--- config.mk ---
export PLATFORM = sky130hd
export DESIGN_NAME = scfc_codec
export DESIGN_NICKNAME = d
export VERILOG_FILES = /design/src/scfc_pkg.sv /design/src/scfc_codec.sv
export VERILOG_INCLUDE_DIRS = /design/src
export SDC_FILE = /design/constraint.sdc
export NUM_CORES = 1
export LEC_CHECK = 0
export ABC_AREA = 1
export BUFFER_PORTS_ARGS = -buffer_cell sky130_fd_sc_hd__buf_2
export CAP_MARGIN = 40
export CORE_ASPECT_RATIO = 1.4
export CORE_MARGIN = 2
export CORE_UTILIZATION = 30
export CTS_CLUSTER_SIZE = 14
export DETAILED_ROUTE_END_ITERATION = 10
export PLACE_DENSITY = 0.49
export SLEW_MARGIN = 10
export SYNTH_ARGS = -nofsm -noshare
export SYNTH_HDL_FRONTEND = slang
export SYNTH_SLANG_ARGS = --single-unit
--- constraint.sdc ---
create_clock -name core_clk_i -period 12.9 [get_ports core_clk_i]
set_clock_uncertainty 0.2 [all_clocks]
set_input_delay 2.58 -clock core_clk_i [delete_from_list [all_inputs] [get_ports core_clk_i]]
set_output_delay 2.58 -clock core_clk_i [all_outputs]
set_load 0.05 [all_outputs]
--- src/scfc_regs.svh ---
// Register offsets, field positions, the control reset value and the fail limit for the frame codec
`ifndef SCFC_REGS_SVH
`define SCFC_REGS_SVH
// ----------------------------------------
// Frame geometry and the fail limit
// ----------------------------------------
`define SCFC_FRAME_BITS 48
`define SCFC_PRE_BITS 16
`define SCFC_DATA_BITS 32
`define SCFC_SYNC_PATTERN 6'h3e
`define SCFC_BIT_TX 6
`define SCFC_BIT_RX 7
`define SCFC_BIT_LOCK 8
`define SCFC_BIT_MONREQ 9
`define SCFC_BIT_ADDR_LO 10
`define SCFC_BIT_ID_LO 12
`define SCFC_FAIL_LIMIT 3
// ----------------------------------------
// Word numbers and field positions (frame bit numbers)
// ----------------------------------------
`define SCFC_WORD_MON 4'h0
`define SCFC_WORD_FREQ 4'h1
`define SCFC_WORD_ANA 4'h2
`define SCFC_WORD_MODE 4'h5
`define SCFC_F_FREQ_LO 16
`define SCFC_F_SINGLE 46
`define SCFC_F_BOFS_LO 16
`define SCFC_F_BOFS_SIGN 27
`define SCFC_F_IFG_LO 39
`define SCFC_F_MODE_LO 28
`define SCFC_F_MODE_GRP 32
`define SCFC_F_DECAY 36
`define SCFC_F_AGC_LO 37
`define SCFC_F_FILT_LO 40
`define SCFC_F_USER_LO 44
`define SCFC_F_MUTE 32
`define SCFC_F_FAULT 33
`define SCFC_F_CMPF 34
`define SCFC_F_METER_SEL 36
`define SCFC_F_METER_LO 40
// ----------------------------------------
// Register map (byte addresses)
// ----------------------------------------
`define SCFC_REG_CTRL 8'h00
`define SCFC_REG_STATUS 8'h04
`define SCFC_REG_FREQ 8'h08
`define SCFC_REG_ANALOG 8'h0c
`define SCFC_REG_MODE 8'h10
`define SCFC_REG_METER 8'h14
`define SCFC_CTRL_RESET 32'h0000_0000
`endif

--- src/scfc_pkg.sv ---
// Types shared by the frame codec
package scfc_pkg;
	typedef enum logic [1:0] {
		SCFC_MD_SIDEBAND,
		SCFC_MD_SYMM,
		SCFC_MD_INVALID
	} scfc_mode_grp_t;
	typedef enum logic {
		SCFC_HUNT,
		SCFC_FRAME
	} scfc_rx_state_t;
	typedef logic [47:0] scfc_frame_t;
endpackage

--- src/scfc_codec.sv ---
// Serial control frame receiver, comparator, decoder and revertive framer
// How it works
// - Frames are 16-bit preamble plus 32-bit data.
// - Preamble bits 12-15 hold word number.
// - Zero then five ones marks frame start.
// - Bit 6 transmit, bit 7 receive state.
// - Lock bit freezes settings; revertive continues.
// - Address bits 10-11 must be zero.
// - Two identical consecutive frames apply settings.
// - Link option accepts single frequency frames.
// - Forced zeros keep data free of sync.
// - Forward word 0 changes only the bit 6-7 state.
// - Revertive word 0 bits 16-19 user inputs.
// - Revertive bits 32 mute, 33 fault.
// - Bit 34 set after three failed comparisons.
// - Bit 36 meter select, reading bits 40-47.
// - Word 1 BCD frequency, bits 46-47 check.
// - Word 2 bit 27 negative offset sign.
// - IF gain bits 39-42, 44-47, 43 zero.
// - Word 5 mode code and group bit.
// - Word 5 bit 36 fast gain decay.
// - Word 5 bits 37-39 gain loop mode.
// - Word 5 bits 40-42 filter select.
// - Word 5 last four bits user outputs.
//
// The Wishbone register port and the register addresses are this design's own decisions.
`timescale 1ns/100ps
`include "scfc_regs.svh"
module scfc_codec
	import scfc_pkg::*;
#(
	parameter int FRAME_BITS = `SCFC_FRAME_BITS
) (
	// Clock and reset
	input wire logic core_clk_i,
	input wire logic rst_n_i,
	// Classic Wishbone slave
	input wire logic wb_cyc_i,
	input wire logic wb_stb_i,
	input wire logic wb_we_i,
	input wire logic [7:0] wb_adr_i,
	input wire logic [3:0] wb_sel_i,
	input wire logic [31:0] wb_dat_i,
	output logic [31:0] wb_dat_o,
	output logic wb_ack_o,
	// Forward link from the controller
	input wire logic fwd_clk_i,
	input wire logic fwd_data_i,
	// Revertive link towards the controller
	input wire logic rev_clk_i,
	output logic rev_data_o,
	// Receiver side signals
	input wire logic [3:0] user_in_i,
	input wire logic mute_in_i,
	input wire logic synth_fault_i,
	input wire logic [6:0] meter_i,
	input wire logic single_freq_link_i,
	output logic [1:0] transmit_receive_code_o,
	output logic receiver_mute_o,
	output logic [29:0] freq_bcd_o,
	output logic [11:0] beat_oscillator_offset_o,
	output logic [7:0] if_gain_o,
	output logic [3:0] mode_code_o,
	output logic mode_group_o,
	output logic gain_loop_fast_decay_o,
	output logic [2:0] agc_mode_o,
	output logic [2:0] filter_sel_o,
	output logic [3:0] user_out_o,
	output logic comparison_fail_flag_o
);
	// ----------------------------------------
	// Reset release and synchronisers
	// ----------------------------------------
	logic [1:0] rst_sync;
	logic rst_n;
	always_ff @(posedge core_clk_i or negedge rst_n_i) begin
		if (!rst_n_i) begin
			rst_sync <= 2'h0;
		end else begin
			rst_sync <= {rst_sync[0], 1'b1};
		end
	end
	assign rst_n = rst_sync[1];

	logic [1:0] s_fclk, s_fdat, s_rclk;
	logic fclk_d, rclk_d;
	always_ff @(posedge core_clk_i or negedge rst_n) begin
		if (!rst_n) begin
			s_fclk <= 2'h0;
			s_fdat <= 2'h0;
			s_rclk <= 2'h0;
			fclk_d <= 1'b0;
			rclk_d <= 1'b0;
		end else begin
			s_fclk <= {s_fclk[0], fwd_clk_i};
			s_fdat <= {s_fdat[0], fwd_data_i};
			s_rclk <= {s_rclk[0], rev_clk_i};
			fclk_d <= s_fclk[1];
			rclk_d <= s_rclk[1];
		end
	end
	logic fbit_en, rbit_en;
	assign fbit_en = s_fclk[1] && !fclk_d;
	assign rbit_en = !s_rclk[1] && rclk_d;

	// ----------------------------------------
	// Forward receiver and sync hunt
	// ----------------------------------------
	scfc_rx_state_t rx_state;
	scfc_frame_t shreg, rx_frame;
	logic [5:0] sync_win, bit_cnt;
	logic frame_done, sync_hit;
	// zero followed by five ones, first bit oldest
	assign sync_hit = ({s_fdat[1], sync_win[5:1]} == `SCFC_SYNC_PATTERN);
	always_ff @(posedge core_clk_i or negedge rst_n) begin
		if (!rst_n) begin
			rx_state <= SCFC_HUNT;
			sync_win <= 6'h00;
			shreg <= 48'h0000_0000_0000;
			bit_cnt <= 6'h00;
			frame_done <= 1'b0;
			rx_frame <= 48'h0000_0000_0000;
		end else begin
			frame_done <= 1'b0;
			if (fbit_en) begin
				sync_win <= {s_fdat[1], sync_win[5:1]};
				shreg <= {s_fdat[1], shreg[47:1]};
				// realign the counter on every sync
				if (sync_hit) begin
					rx_state <= SCFC_FRAME;
					bit_cnt <= 6'd6;
				end else if (rx_state == SCFC_FRAME) begin
					if (bit_cnt == 6'(FRAME_BITS - 1)) begin
						rx_state <= SCFC_HUNT;
						frame_done <= 1'b1;
						rx_frame <= {s_fdat[1], shreg[47:1]};
						bit_cnt <= 6'h00;
					end else begin
						bit_cnt <= bit_cnt + 6'd1;
					end
				end
			end
		end
	end

	// ----------------------------------------
	// Frame comparison
	// ----------------------------------------
	function automatic logic [3:0] word_id(input scfc_frame_t f);
		// word number in preamble bits 12-15
		word_id = f[`SCFC_BIT_ID_LO +: 4];
	endfunction
	scfc_frame_t prev_frame;
	logic [1:0] fail_cnt;
	logic [3:0] rev_word;
	logic prev_valid, cmp_fail, apply_now, pair_ok, single_ok, addr_ok;
	assign pair_ok = prev_valid && (prev_frame == rx_frame);
	assign addr_ok = (rx_frame[`SCFC_BIT_ADDR_LO +: 2] == 2'h0);
	assign single_ok = single_freq_link_i && (word_id(rx_frame) == `SCFC_WORD_FREQ);
	always_ff @(posedge core_clk_i or negedge rst_n) begin
		if (!rst_n) begin
			prev_frame <= 48'h0000_0000_0000;
			prev_valid <= 1'b0;
			fail_cnt <= 2'h0;
			cmp_fail <= 1'b0;
			apply_now <= 1'b0;
			rev_word <= 4'h0;
		end else begin
			apply_now <= 1'b0;
			if (frame_done) begin
				// a matched pair is consumed whole
				if (pair_ok) begin
					prev_valid <= 1'b0;
					fail_cnt <= 2'h0;
					cmp_fail <= 1'b0;
					apply_now <= addr_ok;
					rev_word <= word_id(rx_frame);
				end else if (single_ok) begin
					prev_valid <= 1'b0;
					apply_now <= addr_ok;
					rev_word <= `SCFC_WORD_FREQ;
				end else begin
					prev_frame <= rx_frame;
					prev_valid <= 1'b1;
					rev_word <= `SCFC_WORD_MON;
					// flag after three failures in a row
					if (prev_valid) begin
						if (fail_cnt == 2'(`SCFC_FAIL_LIMIT - 1)) begin
							cmp_fail <= 1'b1;
						end else begin
							fail_cnt <= fail_cnt + 2'd1;
						end
					end
				end
				// monitor request forces word 0 back
				if (rx_frame[`SCFC_BIT_MONREQ]) begin
					rev_word <= `SCFC_WORD_MON;
				end
			end
		end
	end
	// ----------------------------------------
	// Settings decode
	// ----------------------------------------
	logic lock;
	assign lock = rx_frame[`SCFC_BIT_LOCK];
	always_ff @(posedge core_clk_i or negedge rst_n) begin
		if (!rst_n) begin
			transmit_receive_code_o <= 2'h2;
			receiver_mute_o <= 1'b0;
			freq_bcd_o <= 30'h0000_0000;
			beat_oscillator_offset_o <= 12'h000;
			if_gain_o <= 8'h00;
			mode_code_o <= 4'h0;
			mode_group_o <= 1'b0;
			gain_loop_fast_decay_o <= 1'b0;
			agc_mode_o <= 3'h0;
			filter_sel_o <= 3'h2;
			user_out_o <= 4'h0;
		end else begin
			gain_loop_fast_decay_o <= 1'b0;
			// lock bit leaves all settings alone
			if (apply_now && !lock) begin
				// 01 transmit mutes, 10 receive; 11 is refused
				if (rx_frame[`SCFC_BIT_RX:`SCFC_BIT_TX] != 2'h3) begin
					transmit_receive_code_o <= rx_frame[`SCFC_BIT_RX:`SCFC_BIT_TX];
					receiver_mute_o <= (rx_frame[`SCFC_BIT_RX:`SCFC_BIT_TX] == 2'h1);
				end
				// word 0 matches no case below
				unique case (word_id(rx_frame))
					`SCFC_WORD_FREQ: begin
						freq_bcd_o <= rx_frame[`SCFC_F_FREQ_LO +: 30];
					end
					`SCFC_WORD_ANA: begin
						beat_oscillator_offset_o <= rx_frame[`SCFC_F_BOFS_LO +: 12];
						// gain skips forced zero bit 43
						if_gain_o <= {rx_frame[47:44], rx_frame[42:39]};
					end
					`SCFC_WORD_MODE: begin
						mode_code_o <= rx_frame[`SCFC_F_MODE_LO +: 4];
						mode_group_o <= rx_frame[`SCFC_F_MODE_GRP];
						gain_loop_fast_decay_o <= rx_frame[`SCFC_F_DECAY];
						if (rx_frame[`SCFC_F_AGC_LO +: 3] != 3'h7) begin
							agc_mode_o <= rx_frame[`SCFC_F_AGC_LO +: 3];
						end
						// only codes 2-6 select a filter
						if (rx_frame[`SCFC_F_FILT_LO +: 3] >= 3'h2 &&
							rx_frame[`SCFC_F_FILT_LO +: 3] <= 3'h6) begin
							filter_sel_o <= rx_frame[`SCFC_F_FILT_LO +: 3];
						end
						user_out_o <= rx_frame[`SCFC_F_USER_LO +: 4];
					end
					default: ;
				endcase
			end
		end
	end
	// ----------------------------------------
	// Revertive framer
	// ----------------------------------------
	logic meter_sel;
	function automatic scfc_frame_t build_rev(input logic [3:0] w);
		scfc_frame_t f;
		f = 48'h0000_0000_0000;
		f[5:0] = `SCFC_SYNC_PATTERN;
		// at most one of bits 6-7 is sent set
		f[`SCFC_BIT_TX +: 2] = transmit_receive_code_o;
		f[`SCFC_BIT_ID_LO +: 4] = w;
		unique case (w)
			`SCFC_WORD_FREQ: begin
				f[`SCFC_F_FREQ_LO +: 30] = freq_bcd_o;
			end
			`SCFC_WORD_ANA: begin
				f[`SCFC_F_BOFS_LO +: 12] = beat_oscillator_offset_o & 12'hf7f;
				f[47:44] = if_gain_o[7:4];
				f[42:39] = if_gain_o[3:0];
			end
			`SCFC_WORD_MODE: begin
				f[`SCFC_F_MODE_LO +: 4] = mode_code_o;
				f[`SCFC_F_MODE_GRP] = mode_group_o;
				f[`SCFC_F_AGC_LO +: 3] = agc_mode_o;
				f[`SCFC_F_FILT_LO +: 3] = filter_sel_o;
				f[`SCFC_F_USER_LO +: 4] = user_out_o;
			end
			default: begin
				f[16 +: 4] = user_in_i;
				f[`SCFC_F_MUTE] = mute_in_i;
				f[`SCFC_F_FAULT] = synth_fault_i;
				f[`SCFC_F_CMPF] = cmp_fail;
				f[`SCFC_F_METER_SEL] = meter_sel;
				if (meter_sel) begin
					f[42:40] = meter_i[2:0];
					f[47:44] = meter_i[6:3];
				end
			end
		endcase
		// forced zero bit 43 in every word
		f[43] = 1'b0;
		build_rev = f;
	endfunction
	scfc_frame_t tx_sh, rev_next;
	logic [5:0] tx_cnt;
	always_comb begin
		rev_next = build_rev(rev_word);
	end
	always_ff @(posedge core_clk_i or negedge rst_n) begin
		if (!rst_n) begin
			tx_sh <= 48'h0000_0000_0000;
			tx_cnt <= 6'h00;
			rev_data_o <= 1'b0;
		end else begin
			if (rbit_en) begin
				// next bit out on each clock fall
				if (tx_cnt == 6'h00) begin
					tx_sh <= rev_next >> 1;
					rev_data_o <= rev_next[0];
					tx_cnt <= 6'(FRAME_BITS - 1);
				end else begin
					rev_data_o <= tx_sh[0];
					tx_sh <= tx_sh >> 1;
					tx_cnt <= tx_cnt - 6'd1;
				end
			end
		end
	end

	// ----------------------------------------
	// Wishbone registers
	// ----------------------------------------
	always_ff @(posedge core_clk_i or negedge rst_n) begin
		if (!rst_n) begin
			wb_ack_o <= 1'b0;
			wb_dat_o <= 32'h0000_0000;
			meter_sel <= 1'b0;
			comparison_fail_flag_o <= 1'b0;
		end else begin
			comparison_fail_flag_o <= cmp_fail;
			wb_ack_o <= wb_cyc_i && wb_stb_i && !wb_ack_o;
			if (wb_cyc_i && wb_stb_i && !wb_ack_o) begin
				if (wb_we_i && wb_adr_i == `SCFC_REG_CTRL && wb_sel_i[0]) begin
					meter_sel <= wb_dat_i[0];
				end
				unique case (wb_adr_i)
					`SCFC_REG_CTRL: wb_dat_o <= {31'h0000_0000, meter_sel};
					`SCFC_REG_STATUS: wb_dat_o <= {24'h00_0000, rev_word, 1'b0,
						rx_state == SCFC_FRAME, prev_valid, cmp_fail};
					`SCFC_REG_FREQ: wb_dat_o <= {2'h0, freq_bcd_o};
					`SCFC_REG_ANALOG: wb_dat_o <= {12'h000, if_gain_o, beat_oscillator_offset_o};
					`SCFC_REG_MODE: wb_dat_o <= {14'h0000, transmit_receive_code_o, user_out_o,
						filter_sel_o, agc_mode_o, mode_group_o, mode_code_o, 1'b0};
					`SCFC_REG_METER: wb_dat_o <= {25'h000_0000, meter_i};
					default: wb_dat_o <= 32'h0000_0000;
				endcase
			end
		end
	end
endmodule

==> run metrics, run 1 <==
Ports=170; Peak Freq=217 MHz; Root Driver=clkbuf_16; Worst setup EP type=flip-flop; capturing point of the worst reg2reg path=rx_frame[2]$_DFFE_PN0P_; Synth Area in Adders=0.252%; worst rel slew slack=45.9%; antenna viol nets, final=0; Routed WL=52.6 mm; CTS tree=built; core area=0.0490 mm2; Final Hold Viols=0; Starting Density=30.4%; placer congestion estimate=0.943; reg2reg start=fclk_d$_DFF_PN0_; post-route setup TNS=0 ps; routed len/inst=20.1 um; crit path launch type=primary input; largest fanout on the critical path=35; Post-synth top flop=dfrtp_1; #FFs+latches synth=326; Worst R2R Setup Slack=9640 ps; Synth Area in XOR/XNOR=0.587%; Peak VDD IR=0.0000895 V; Post-synth EDFFs=0; Die Ht=268 um; largest family of logic cells by synthesized area=simple AND/OR/NAND/NOR gates; vias post-DR=13.0k; Simple-Gate Fraction of Synth Area=24.4%; Layout fillers=5128; ratio of cells with drive above 1 in the final layout=12.0%; residual DRC count=0; post-synthesis mux area share=0.143%; H-tree depth=2; Total GRT Usage=20.7%; RSZ-0062 raised after global routing=no; Tcrit/Tclk final=35.8%; final setup vio count=0; hold_buf cts=0; Die X=192 um; register area=0.00817 mm2; largest net degree at the start of global routing=136; Synth Instances=1849; WP data required=13140 ps; synthesized cell area=0.0149 mm2; row cnt=96; worst reg2reg path depth=8; WS Path Type=in -> reg; crit path time final=4610 ps; total of max-cap violations=0; Post CTS Setup Buffer Count=0; die footprint=0.0515 mm2; Inst Count DP=2562; post-DP HPWL=38.1 mm; Synth cell types=41; sequential area share after synthesis=54.7%; initial antenna violation count=0; Final Max Tran Viols=0; Final Non-Filler Cells=2623; Post-synth ARST share=100%; global route overflow=0; Pwr Total=2.35 mW; outcome=completed; clock sinks=326; Detailed Routing Iterations Pass 1=5; Clock transition at path regs=60 ps; commonest non-fill, non-tap cell in the layout=nand2_1; vias per cell=4.94; worst min path class=reg -> async; area grow syn2layout=16.9%; commonest cells after routing, fill and taps aside=nand2_1, dfrtp_1, inv_1, o21ai_0, buf_2; clock tree buffer depth=3; area taken by multi-input logic gates=0.00552 mm2; Initial DRC Count=973; fin nets=2033; Num CTS Buffers=37; Worst Max-Slew Pin Slew=812 ps; global-route wire length before repair=79.9 mm; number of diodes=0; CTS resizes=0; Yosys warnings=0; Port Buffers=133; compound-gate portion of the synthesized area=11.5%; pwr dens=135 mW/mm2; Pleak=8.82 nW; Critical Path AT=4850 ps; vias in the first global route=12.9k; Worst-Skew Late Latency=540 ps; Post-Syn Area per Cell=8.06 um2
-- final cells by class --
cell class              instances  share of cell area [%]
flip-flops and latches        326                    46.8
clock inverters                 7                   0.387
multi-input cells            1213                    31.7
clock buffers                  54                    6.19
well taps                     637                    4.57
inverters                     231                    4.97
repair buffers                155                    5.38
-- through the flow --
step / setup WS [ps] / utilization [%] / instance area (um2) / hold WS [ps]
after detailed placement: 7730 / 33.2 / 16300 / 137
after global placement: 7220 / 32.9 / 16100 / 134
final: 8290 / 35.6 / 17400 / 146
after CTS: 8280 / 35.6 / 17400 / 150
after floorplan: 2950 / - / 14900 / 131
after global routing: 8080 / 35.6 / 17400 / 155
-- synthesized netlist by cell type (2+ instances only) --
master,number,area share (%)
inv_1,223,5.6
inv_2,8,0.20
conb_1,2,0.050
clkbuf_1,45,1.1
buf_4,8,0.40
a22oi_1,9,0.45
o22ai_1,36,1.5
nand2_2,3,0.13
nand3_1,41,1.4
nor3_1,9,0.30
nand3_2,2,0.13
o221ai_1,21,1.2
buf_1,9,0.23
dfstp_2,2,0.35
a221oi_1,2,0.12
ha_1,3,0.25
xor2_1,3,0.18
nor2_2,6,0.25
a21oi_1,29,0.97
dfrtp_1,324,54
nand2_1,685,17
nor3_4,2,0.22
nand3b_1,2,0.10
o21ai_1,4,0.13
buf_6,4,0.30
nand4_1,57,2.4
nor2_1,85,2.1
o211ai_1,13,0.65
o31ai_1,2,0.10
o21ai_0,179,6.0
buf_2,14,0.47
a21boi_0,2,0.10
xnor2_1,7,0.41
-- kinds of logic after synthesis --
kind of cell / after synthesis
other cells: 2
buf+inv: 311
mux: 2
flops: 326
fa+ha+maj: 3
compound gates: 300
xor+xnor: 10
simple gates: 895
-- flip-flops by register name, summed over array words and instances, names as in the netlist, 6 cells and up --
register                  count
beat_oscillator_offset_o     12
bit_cnt                       6
freq_bcd_o                   30
if_gain_o                     8
prev_frame                   48
rx_frame                     48
shreg                        47
tx_cnt                        6
tx_sh                        47
wb_dat_o                     30
-- critical path, stage by stage --
cell     delay, ps
buf_2           70
nand2_1         50
nor2_1         340
inv_2          400
nor3_4         550
nand2_1        500
o21ai_0        330
-- worst max-delay path by stage --
| stage | from | endpoint | slack (ps) | depth (start not counted) |
|---|---|---|---|---|
| floorplan | rst_sync[1]$_DFF_PN0_ | agc_mode_o[0]$_DFFE_PN0P_ | 2950 | 0 |
| finish | wb_cyc_i | wb_dat_o[23]$_DFFE_PN0P_ | 8290 | 7 |
| global placement | wb_cyc_i | wb_dat_o[18]$_DFFE_PN0P_ | 7220 | 7 |
| CTS | wb_cyc_i | wb_dat_o[23]$_DFFE_PN0P_ | 8280 | 7 |
| global route | wb_cyc_i | wb_dat_o[23]$_DFFE_PN0P_ | 8080 | 7 |
| detailed placement | wb_cyc_i | wb_dat_o[23]$_DFFE_PN0P_ | 7730 | 7 |
-- metal layers --
metal	up-vias	GRT usage [%]	wire [um]
li1	6131	-	-
met1	6319	23.8	20200
met2	388	37.0	27000
met3	122	2.43	2270
met4	0	11.5	3220
met5	-	0	0
-- power by group --
| part | leakage, nW | internal (mW) | switching (mW) |
|---|---|---|---|
| Clock | 0.569 | 0.598 | 0.429 |
| Sequential | 4.37 | 1.10 | 0.0447 |
| Combinational | 3.88 | 0.0643 | 0.115 |
(Power assumes the default switching activity.)
==> inputs of run 2 (changes only) <==
--- a/config.mk
+++ b/config.mk
@@ -6,7 +6,7 @@
 export SDC_FILE = /design/constraint.sdc
 export NUM_CORES = 1
 export LEC_CHECK = 0
-export ABC_AREA = 1
+export ABC_AREA = 0
 export BUFFER_PORTS_ARGS = -buffer_cell sky130_fd_sc_hd__buf_2
 export CAP_MARGIN = 40
 export CORE_ASPECT_RATIO = 1.4
@@ -14,7 +14,7 @@
 export CORE_UTILIZATION = 30
 export CTS_CLUSTER_SIZE = 14
 export DETAILED_ROUTE_END_ITERATION = 10
-export PLACE_DENSITY = 0.49
+export PLACE_DENSITY = 0.5
 export SLEW_MARGIN = 10
 export SYNTH_ARGS = -nofsm -noshare
 export SYNTH_HDL_FRONTEND = slang
==> constraint.sdc (replaced) <==
create_clock -name core_clk_i -period 3.77 [get_ports core_clk_i]
set_clock_uncertainty 0.2 [all_clocks]
set_input_delay 0.754 -clock core_clk_i [delete_from_list [all_inputs] [get_ports core_clk_i]]
set_output_delay 0.754 -clock core_clk_i [all_outputs]
set_load 0.05 [all_outputs]
==> run metrics, run 2 <==
total internal power=6.23 mW (was 1.76 mW); CTS resizes=0 (unchanged); H-tree depth=2 (unchanged); most common cell in the netlist=dfrtp_1 (was nand2_1); Worst R2R Setup Slack=670 ps (was 9640 ps); worst reg2reg path depth=7 (was 8); Synth cell types=57 (was 41); Root Driver=clkbuf_16 (unchanged); Post-Syn Area per Cell=12.1 um2 (was 8.06 um2); Post-synth top flop=dfrtp_1 (unchanged); ratio of cells with drive above 1 in the final layout=33.3% (was 12.0%); post-route setup TNS=0 ps (unchanged); antenna viol nets, final=0 (unchanged); Ports=170 (unchanged); vias post-DR=9577 (was 13.0k); largest fanout on the critical path=30 (was 35); vias per cell=4.91 (was 4.94); largest net degree at the start of global routing=80 (was 136); hold-critical path endpoint=s_rclk[0]$_DFF_PN0_; met2 WL=20.4 mm (was 27.0 mm); Die Ht=261 um (was 268 um); placer congestion estimate=0.807 (was 0.943); crit path time final=3100 ps; Yosys warnings=0 (unchanged); row cnt=94 (was 96); capturing point of the worst reg2reg path=prev_frame[39]$_DFFE_PN0P_ (was rx_frame[2]$_DFFE_PN0P_); Worst-Skew Late Latency=530 ps (was 540 ps); Pleak=8.17 nW (was 8.82 nW); sequential group share of total power=48.8% (was 48.7%); Psw=2.01 mW (was 0.588 mW); crit path launch type=flip-flop (was primary input); fin nets=1371 (was 2033); wl on met1=16.3 mm (was 20.2 mm); Peak VDD IR=0.000243 V (was 0.0000895 V); Post-synth EDFFs=0 (unchanged); Worst setup EP type=flip-flop (unchanged); commonest cells in the netlist=dfrtp_1, mux2_2, nand2_1, o21ai_0, nor2_1 (was nand2_1, dfrtp_1, inv_1, o21ai_0, nor2_1); Yosys top cell area share=57.3% (was 54.4%); routed len/inst=20.2 um (was 20.1 um); Critical Path AT=3290 ps (was 4850 ps); Die X=187 um (was 192 um); Worst Max-Slew Pin Slew=773 ps (was 812 ps); die footprint=0.0489 mm2 (was 0.0515 mm2); WP data required=3970 ps (was 13140 ps); Clock transition at path regs=60 ps (about the same); initial antenna violation count=0 (unchanged); top flop regs=prev_frame (48), rx_frame (48) (unchanged); global-route wire length before repair=60.8 mm (was 79.9 mm); Final Hold Viols=0 (unchanged); commonest non-fill, non-tap cell in the layout=dfrtp_1 (was nand2_1); Peak Freq=323 MHz; clock sinks=326 (unchanged); Synth area leader=dfrtp_1 (unchanged); synthesized cell area=0.0141 mm2 (was 0.0149 mm2); RSZ-0062 raised after global routing=no (unchanged); Post-synth ARST share=100% (unchanged); Detailed Routing Iterations Pass 1=5 (unchanged); sw frac=24.4% (was 25.0%); vias in the first global route=9725 (was 12.9k); CTS tree=built (unchanged); residual DRC count=0 (unchanged); number of diodes=0 (unchanged); Starting Density=30.2% (was 30.4%); commonest cells after routing, fill and taps aside=dfrtp_1, mux2_2, buf_2, nand2_1, o21ai_0 (was nand2_1, dfrtp_1, inv_1, o21ai_0, buf_2); Top Metal Used=met4 (unchanged); post-DP HPWL=28.5 mm (was 38.1 mm); core area=0.0468 mm2 (was 0.0490 mm2); total of max-cap violations=0 (unchanged); clock tree buffer depth=3 (unchanged); worst min path class=in -> reg (was reg -> async); Final Max Tran Viols=0 (unchanged); Initial DRC Count=429 (was 973); Met3 Wirelength=1.25 mm (was 2.27 mm); WHS Path Cells=1; Clock Power Share=43.4% (was 43.7%); Layout fillers=4714 (was 5128); Port Buffers=133 (unchanged); final setup vio count=0 (unchanged); Num CTS Buffers=35 (was 37); global route overflow=0 (unchanged); Total GRT Usage=16.2% (was 20.7%); outcome=completed (unchanged); beginning of the worst hold path=rev_clk_i; Gate power share=7.8% (was 7.6%); worst rel slew slack=48.3% (was 45.9%); Tcrit/Tclk final=82.2%; Routed WL=39.5 mm (was 52.6 mm); pwr dens=491 mW/mm2 (was 135 mW/mm2); Hold WS=141 ps (was 146 ps); area grow syn2layout=18.7% (was 16.9%); reg2reg start=prev_frame[41]$_DFFE_PN0P_ (was fclk_d$_DFF_PN0_); #FFs+latches synth=326 (unchanged); sequential area share after synthesis=57.7% (was 54.7%); Synth Instances=1172 (was 1849); Synth area leaders=dfrtp_1, mux2_2, nand2_1 (was dfrtp_1, nand2_1, o21ai_0); WS Path Type=reg -> reg (was in -> reg)
-- run 2: cell types whose count changed after synthesis, moves of 24 or more --
cell and delta:
inv_1 -205, mux2_2 +202, nand2_1 -560, nand3_1 -28, nand4_1 -50, nor2_1 -24, o21ai_0 -92, o22ai_1 -33
-- run 2: worst max-delay path: stages, from the launching register on --
cell      delay (ps)
dfrtp_1          380
xnor2_1          520
nand4_1          220
nor4_1           300
nand2_1          200
o311ai_4         320
buf_4            430
mux2_2           390
-- run 2: final cells by class --
cell class	count	area, um2	share of cell area (%)
Clock buffer	56	1110	6.60
Sequential cell	326	8160	48.7
Tap cell	624	781	4.65
Inverter	18	67.6	0.403
Clock inverter	7	88.8	0.530
Multi-Input combinational cell	756	5610	33.5
Timing Repair Buffer	165	953	5.68
-- run 2: worst max path at each step --
| stage | cells after the start | start | slack, ps | endpoint |
|---|---|---|---|---|
| finish | 7 | prev_frame[41]$_DFFE_PN0P_ | 670 | prev_frame[39]$_DFFE_PN0P_ |
| global route | 7 | prev_frame[41]$_DFFE_PN0P_ | 570 | prev_frame[8]$_DFFE_PN0P_ |
| floorplan | 0 | rst_sync[1]$_DFF_PN0_ | 340 | agc_mode_o[0]$_DFFE_PN0P_ |
| global placement | 7 | prev_frame[41]$_DFFE_PN0P_ | 750 | prev_frame[37]$_DFFE_PN0P_ |
| CTS | 7 | prev_frame[41]$_DFFE_PN0P_ | 660 | prev_frame[39]$_DFFE_PN0P_ |
| detailed placement | 7 | prev_frame[41]$_DFFE_PN0P_ | 710 | prev_frame[39]$_DFFE_PN0P_ |
-- run 2: what timing repair did --
item                      in CTS  in global routing
hold buffers                   1                  0
hold endpoints to repair       2                  0
buffers inserted               0                  0
-- run 2: cell families (layout without fill, tap and decap cells) --
family	Yosys count	after routing	synth area share, %
AOI/OAI and AO/OA	212	212	10.1
xor gates and xnor gates	40	40	2.48
adders and majority gates	3	3	0.266
buffers and inverters	91	246	2.83
DFF	326	326	57.7
muxes	224	224	17.7
other	2	3	0.0531
and+or+nand+nor	274	274	8.88
-- run 2: power groups by stage --
stage	registers, mW	logic [mW]	clock network (mW)
2_1_floorplan	4.05	0.452	0
3_3_place_gp	4.07	0.636	0
3_5_place_dp	4.08	0.655	0
4_1_cts	4.02	0.658	3.68
5_1_grt	4.06	0.739	3.80
6_report	4.02	0.643	3.57
-- run 2: layer usage --
metal | global-route usage, % | up-vias
met5 | 0 | -
met4 | 6.82 | 0
met3 | 2.22 | 76
met2 | 29.7 | 205
met1 | 19.1 | 4847
li1 | - | 4449
-- run 2: per-stage QoR --
step           setup WS, ps  std cells  cell area, um2  total power [mW]  util, %
6_report                673       1952           16800              8.23     35.8
5_1_grt                 574       1952           16800              8.60     35.8
4_1_cts                 661       1952           16800              8.35     35.8
3_5_place_dp            707       1888           15600              4.74     33.3
3_3_place_gp            752       1886           15500              4.71     33.2
2_1_floorplan           340       1173           14100              4.50        -
==> inputs of run 3 (changes only) <==
==> constraint.sdc (replaced) <==
create_clock -name core_clk_i -period 2.5 [get_ports core_clk_i]
set_clock_uncertainty 0.2 [all_clocks]
set_input_delay 0.5 -clock core_clk_i [delete_from_list [all_inputs] [get_ports core_clk_i]]
set_output_delay 0.5 -clock core_clk_i [all_outputs]
set_load 0.05 [all_outputs]
==> run metrics, run 3 (synthesis gave the netlist of run 2 again) <==
Tcrit/Tclk final=107% (was 82.2%); failing checks=setup timing; CTS tree=built (unchanged); Final WS setup=-170 ps (was 673 ps); clock sinks=326 (unchanged); residual DRC count=0 (unchanged); Psw=3.03 mW (was 2.01 mW); vias per cell=4.89 (was 4.91); Gate power share=8.4% (was 7.8%); row cnt=94 (unchanged); Die Ht=261 um (unchanged); Final Hold Viols=0 (unchanged); Die X=187 um (unchanged); initial antenna violation count=0 (unchanged); placer congestion estimate=0.855 (was 0.807); dpl cell area=0.0163 mm2 (was 0.0156 mm2); vias post-DR=10.0k (was 9577); Num CTS Buffers=34 (was 35); Worst setup EP type=flip-flop (unchanged); number of diodes=0 (unchanged); Worst-Skew Late Latency=530 ps (about the same); worst rel slew slack=51.2% (was 48.3%); sw frac=24.4% (about the same); Pleak=8.89 nW (was 8.17 nW); largest fanout on the critical path=6 (was 30); Ports=170 (unchanged); Port Buffers=133 (unchanged); sequential group share of total power=48.8% (about the same); final instance area=0.0179 mm2 (was 0.0168 mm2); Critical Path AT=2870 ps (was 3290 ps); total internal power=9.38 mW (was 6.23 mW); largest net degree at the start of global routing=88 (was 80); commonest cells after routing, fill and taps aside=dfrtp_1, mux2_2, buf_2, nand2_1, buf_4 (was dfrtp_1, mux2_2, buf_2, nand2_1, o21ai_0); post-DP HPWL=29.9 mm (was 28.5 mm); routed len/inst=20.4 um (was 20.2 um); crit path time final=2670 ps (was 3100 ps); Peak Freq=374 MHz (was 323 MHz); commonest non-fill, non-tap cell in the layout=dfrtp_1 (unchanged); antenna viol nets, final=0 (unchanged); pre-CTS WS=-292 ps (was 707 ps); global-route wire length before repair=63.2 mm (was 60.8 mm); ratio of cells with drive above 1 in the final layout=38.7% (was 33.3%); worst min path class=reg -> async (was in -> reg); clock tree buffer depth=3 (unchanged); Routed WL=41.7 mm (was 39.5 mm); global route overflow=0 (unchanged); Hold WS=20.8 ps (was 141 ps); Clock Power Share=42.9% (was 43.4%); die footprint=0.0489 mm2 (unchanged); Pwr Total=12.4 mW (was 8.23 mW); vias in the first global route=10.3k (was 9725); outcome=complete, but fails checks (was completed); Total GRT Usage=16.8% (was 16.2%); Starting Density=30.2% (unchanged); Peak VDD IR=0.000330 V (was 0.000243 V); WP data required=2700 ps (was 3970 ps); WS Path Type=reg -> reg (unchanged); total of max-cap violations=0 (unchanged); Root Driver=clkbuf_16 (unchanged); Final Max Tran Viols=0 (unchanged); Initial DRC Count=557 (was 429); area grow syn2layout=26.7% (was 18.7%); RSZ-0062 raised after global routing=yes (was no); H-tree depth=2 (unchanged); fin nets=1469 (was 1371); top flop regs=prev_frame (48), rx_frame (48) (unchanged); pwr dens=693 mW/mm2 (was 491 mW/mm2); crit path launch type=flip-flop (unchanged); Clock transition at path regs=60 ps (about the same); Worst Max-Slew Pin Slew=732 ps (was 773 ps); core area=0.0468 mm2 (unchanged); final setup vio count=52 (was 0); Detailed Routing Iterations Pass 1=5 (unchanged)
[run 3: layer usage]
layer  global-route usage, %  part of all wire, %  vias to the layer above
met4                    7.83                  4.4                        0
met5                       0                    0                        -
li1                        -                    -                     4637
met1                    19.7                   40                     5055
met3                    2.18                  3.6                       81
met2                    30.7                   52                      237
[run 3: cell type report]
cell class | instances | area (um2)
sequential | 326 | 8160
timing repair buffer | 264 | 1910
inverter | 18 | 67.6
clock inverter | 14 | 203
fill | 4670 | 28900
clock buffer | 44 | 950
multi-input combinational | 756 | 5840
tap | 624 | 781
[run 3: timing repair]
| action | CTS | global route |
|---|---|---|
| endpoints found under the hold margin | 6 | 0 |
| cloned | 2 | 2 |
| setup endpoints to repair | 56 | 55 |
| pin swaps | 7 | 4 |
| gates resized for setup | 43 | 19 |
| hold buffers | 5 | 0 |
| setup buffers | 6 | 1 |
[run 3: per-stage QoR]
stage,util (%),setup TNS [ps],instances
finish,38.3,-6940,2046
global route,38.3,-11810,2046
CTS,38.0,-5010,2043
detailed placement,34.9,-12360,1974
global placement,34.9,-14760,1974
floorplan,-,-299820,1173
[run 3: power by group through the flow]
stage / clock (mW) / combinational [mW] / sequential, mW
after floorplan: 0 / 0.682 / 6.11
after global placement: 0 / 1.02 / 6.12
after detailed placement: 0 / 1.05 / 6.14
after CTS: 5.48 / 1.06 / 6.05
after global routing: 5.70 / 1.19 / 6.10
final: 5.32 / 1.04 / 6.05
[run 3: path summary, 6_finish.rpt]
check,to,cells after the start,slack [ps],start
setup reg to reg,prev_frame[46]$_DFFE_PN0P_,8,-170,prev_frame[31]$_DFFE_PN0P_
hold / removal,rx_frame[11]$_DFFE_PN0P_,0,20,rst_sync[1]$_DFF_PN0_
setup / recovery,prev_frame[46]$_DFFE_PN0P_,8,-170,prev_frame[31]$_DFFE_PN0P_
min in group core_clk_i,tx_sh[43]$_DFFE_PN0P_,2,60,meter_i[3]
hold reg to reg,rx_frame[11]$_DFFE_PN0P_,0,20,rst_sync[1]$_DFF_PN0_
max in group asynchronous,s_rclk[1]$_DFF_PN0_,2,1220,rst_sync[1]$_DFF_PN0_
[run 3: worst max-delay path, cell delays in order, from the launching register on]
cell       delay [ps]
dfrtp_1           400
xnor2_2           220
nand4_1           170
nor4_2            370
nand2_2           140
o311ai_4          370
buf_6             190
clkbuf_16         170
mux2_4            300
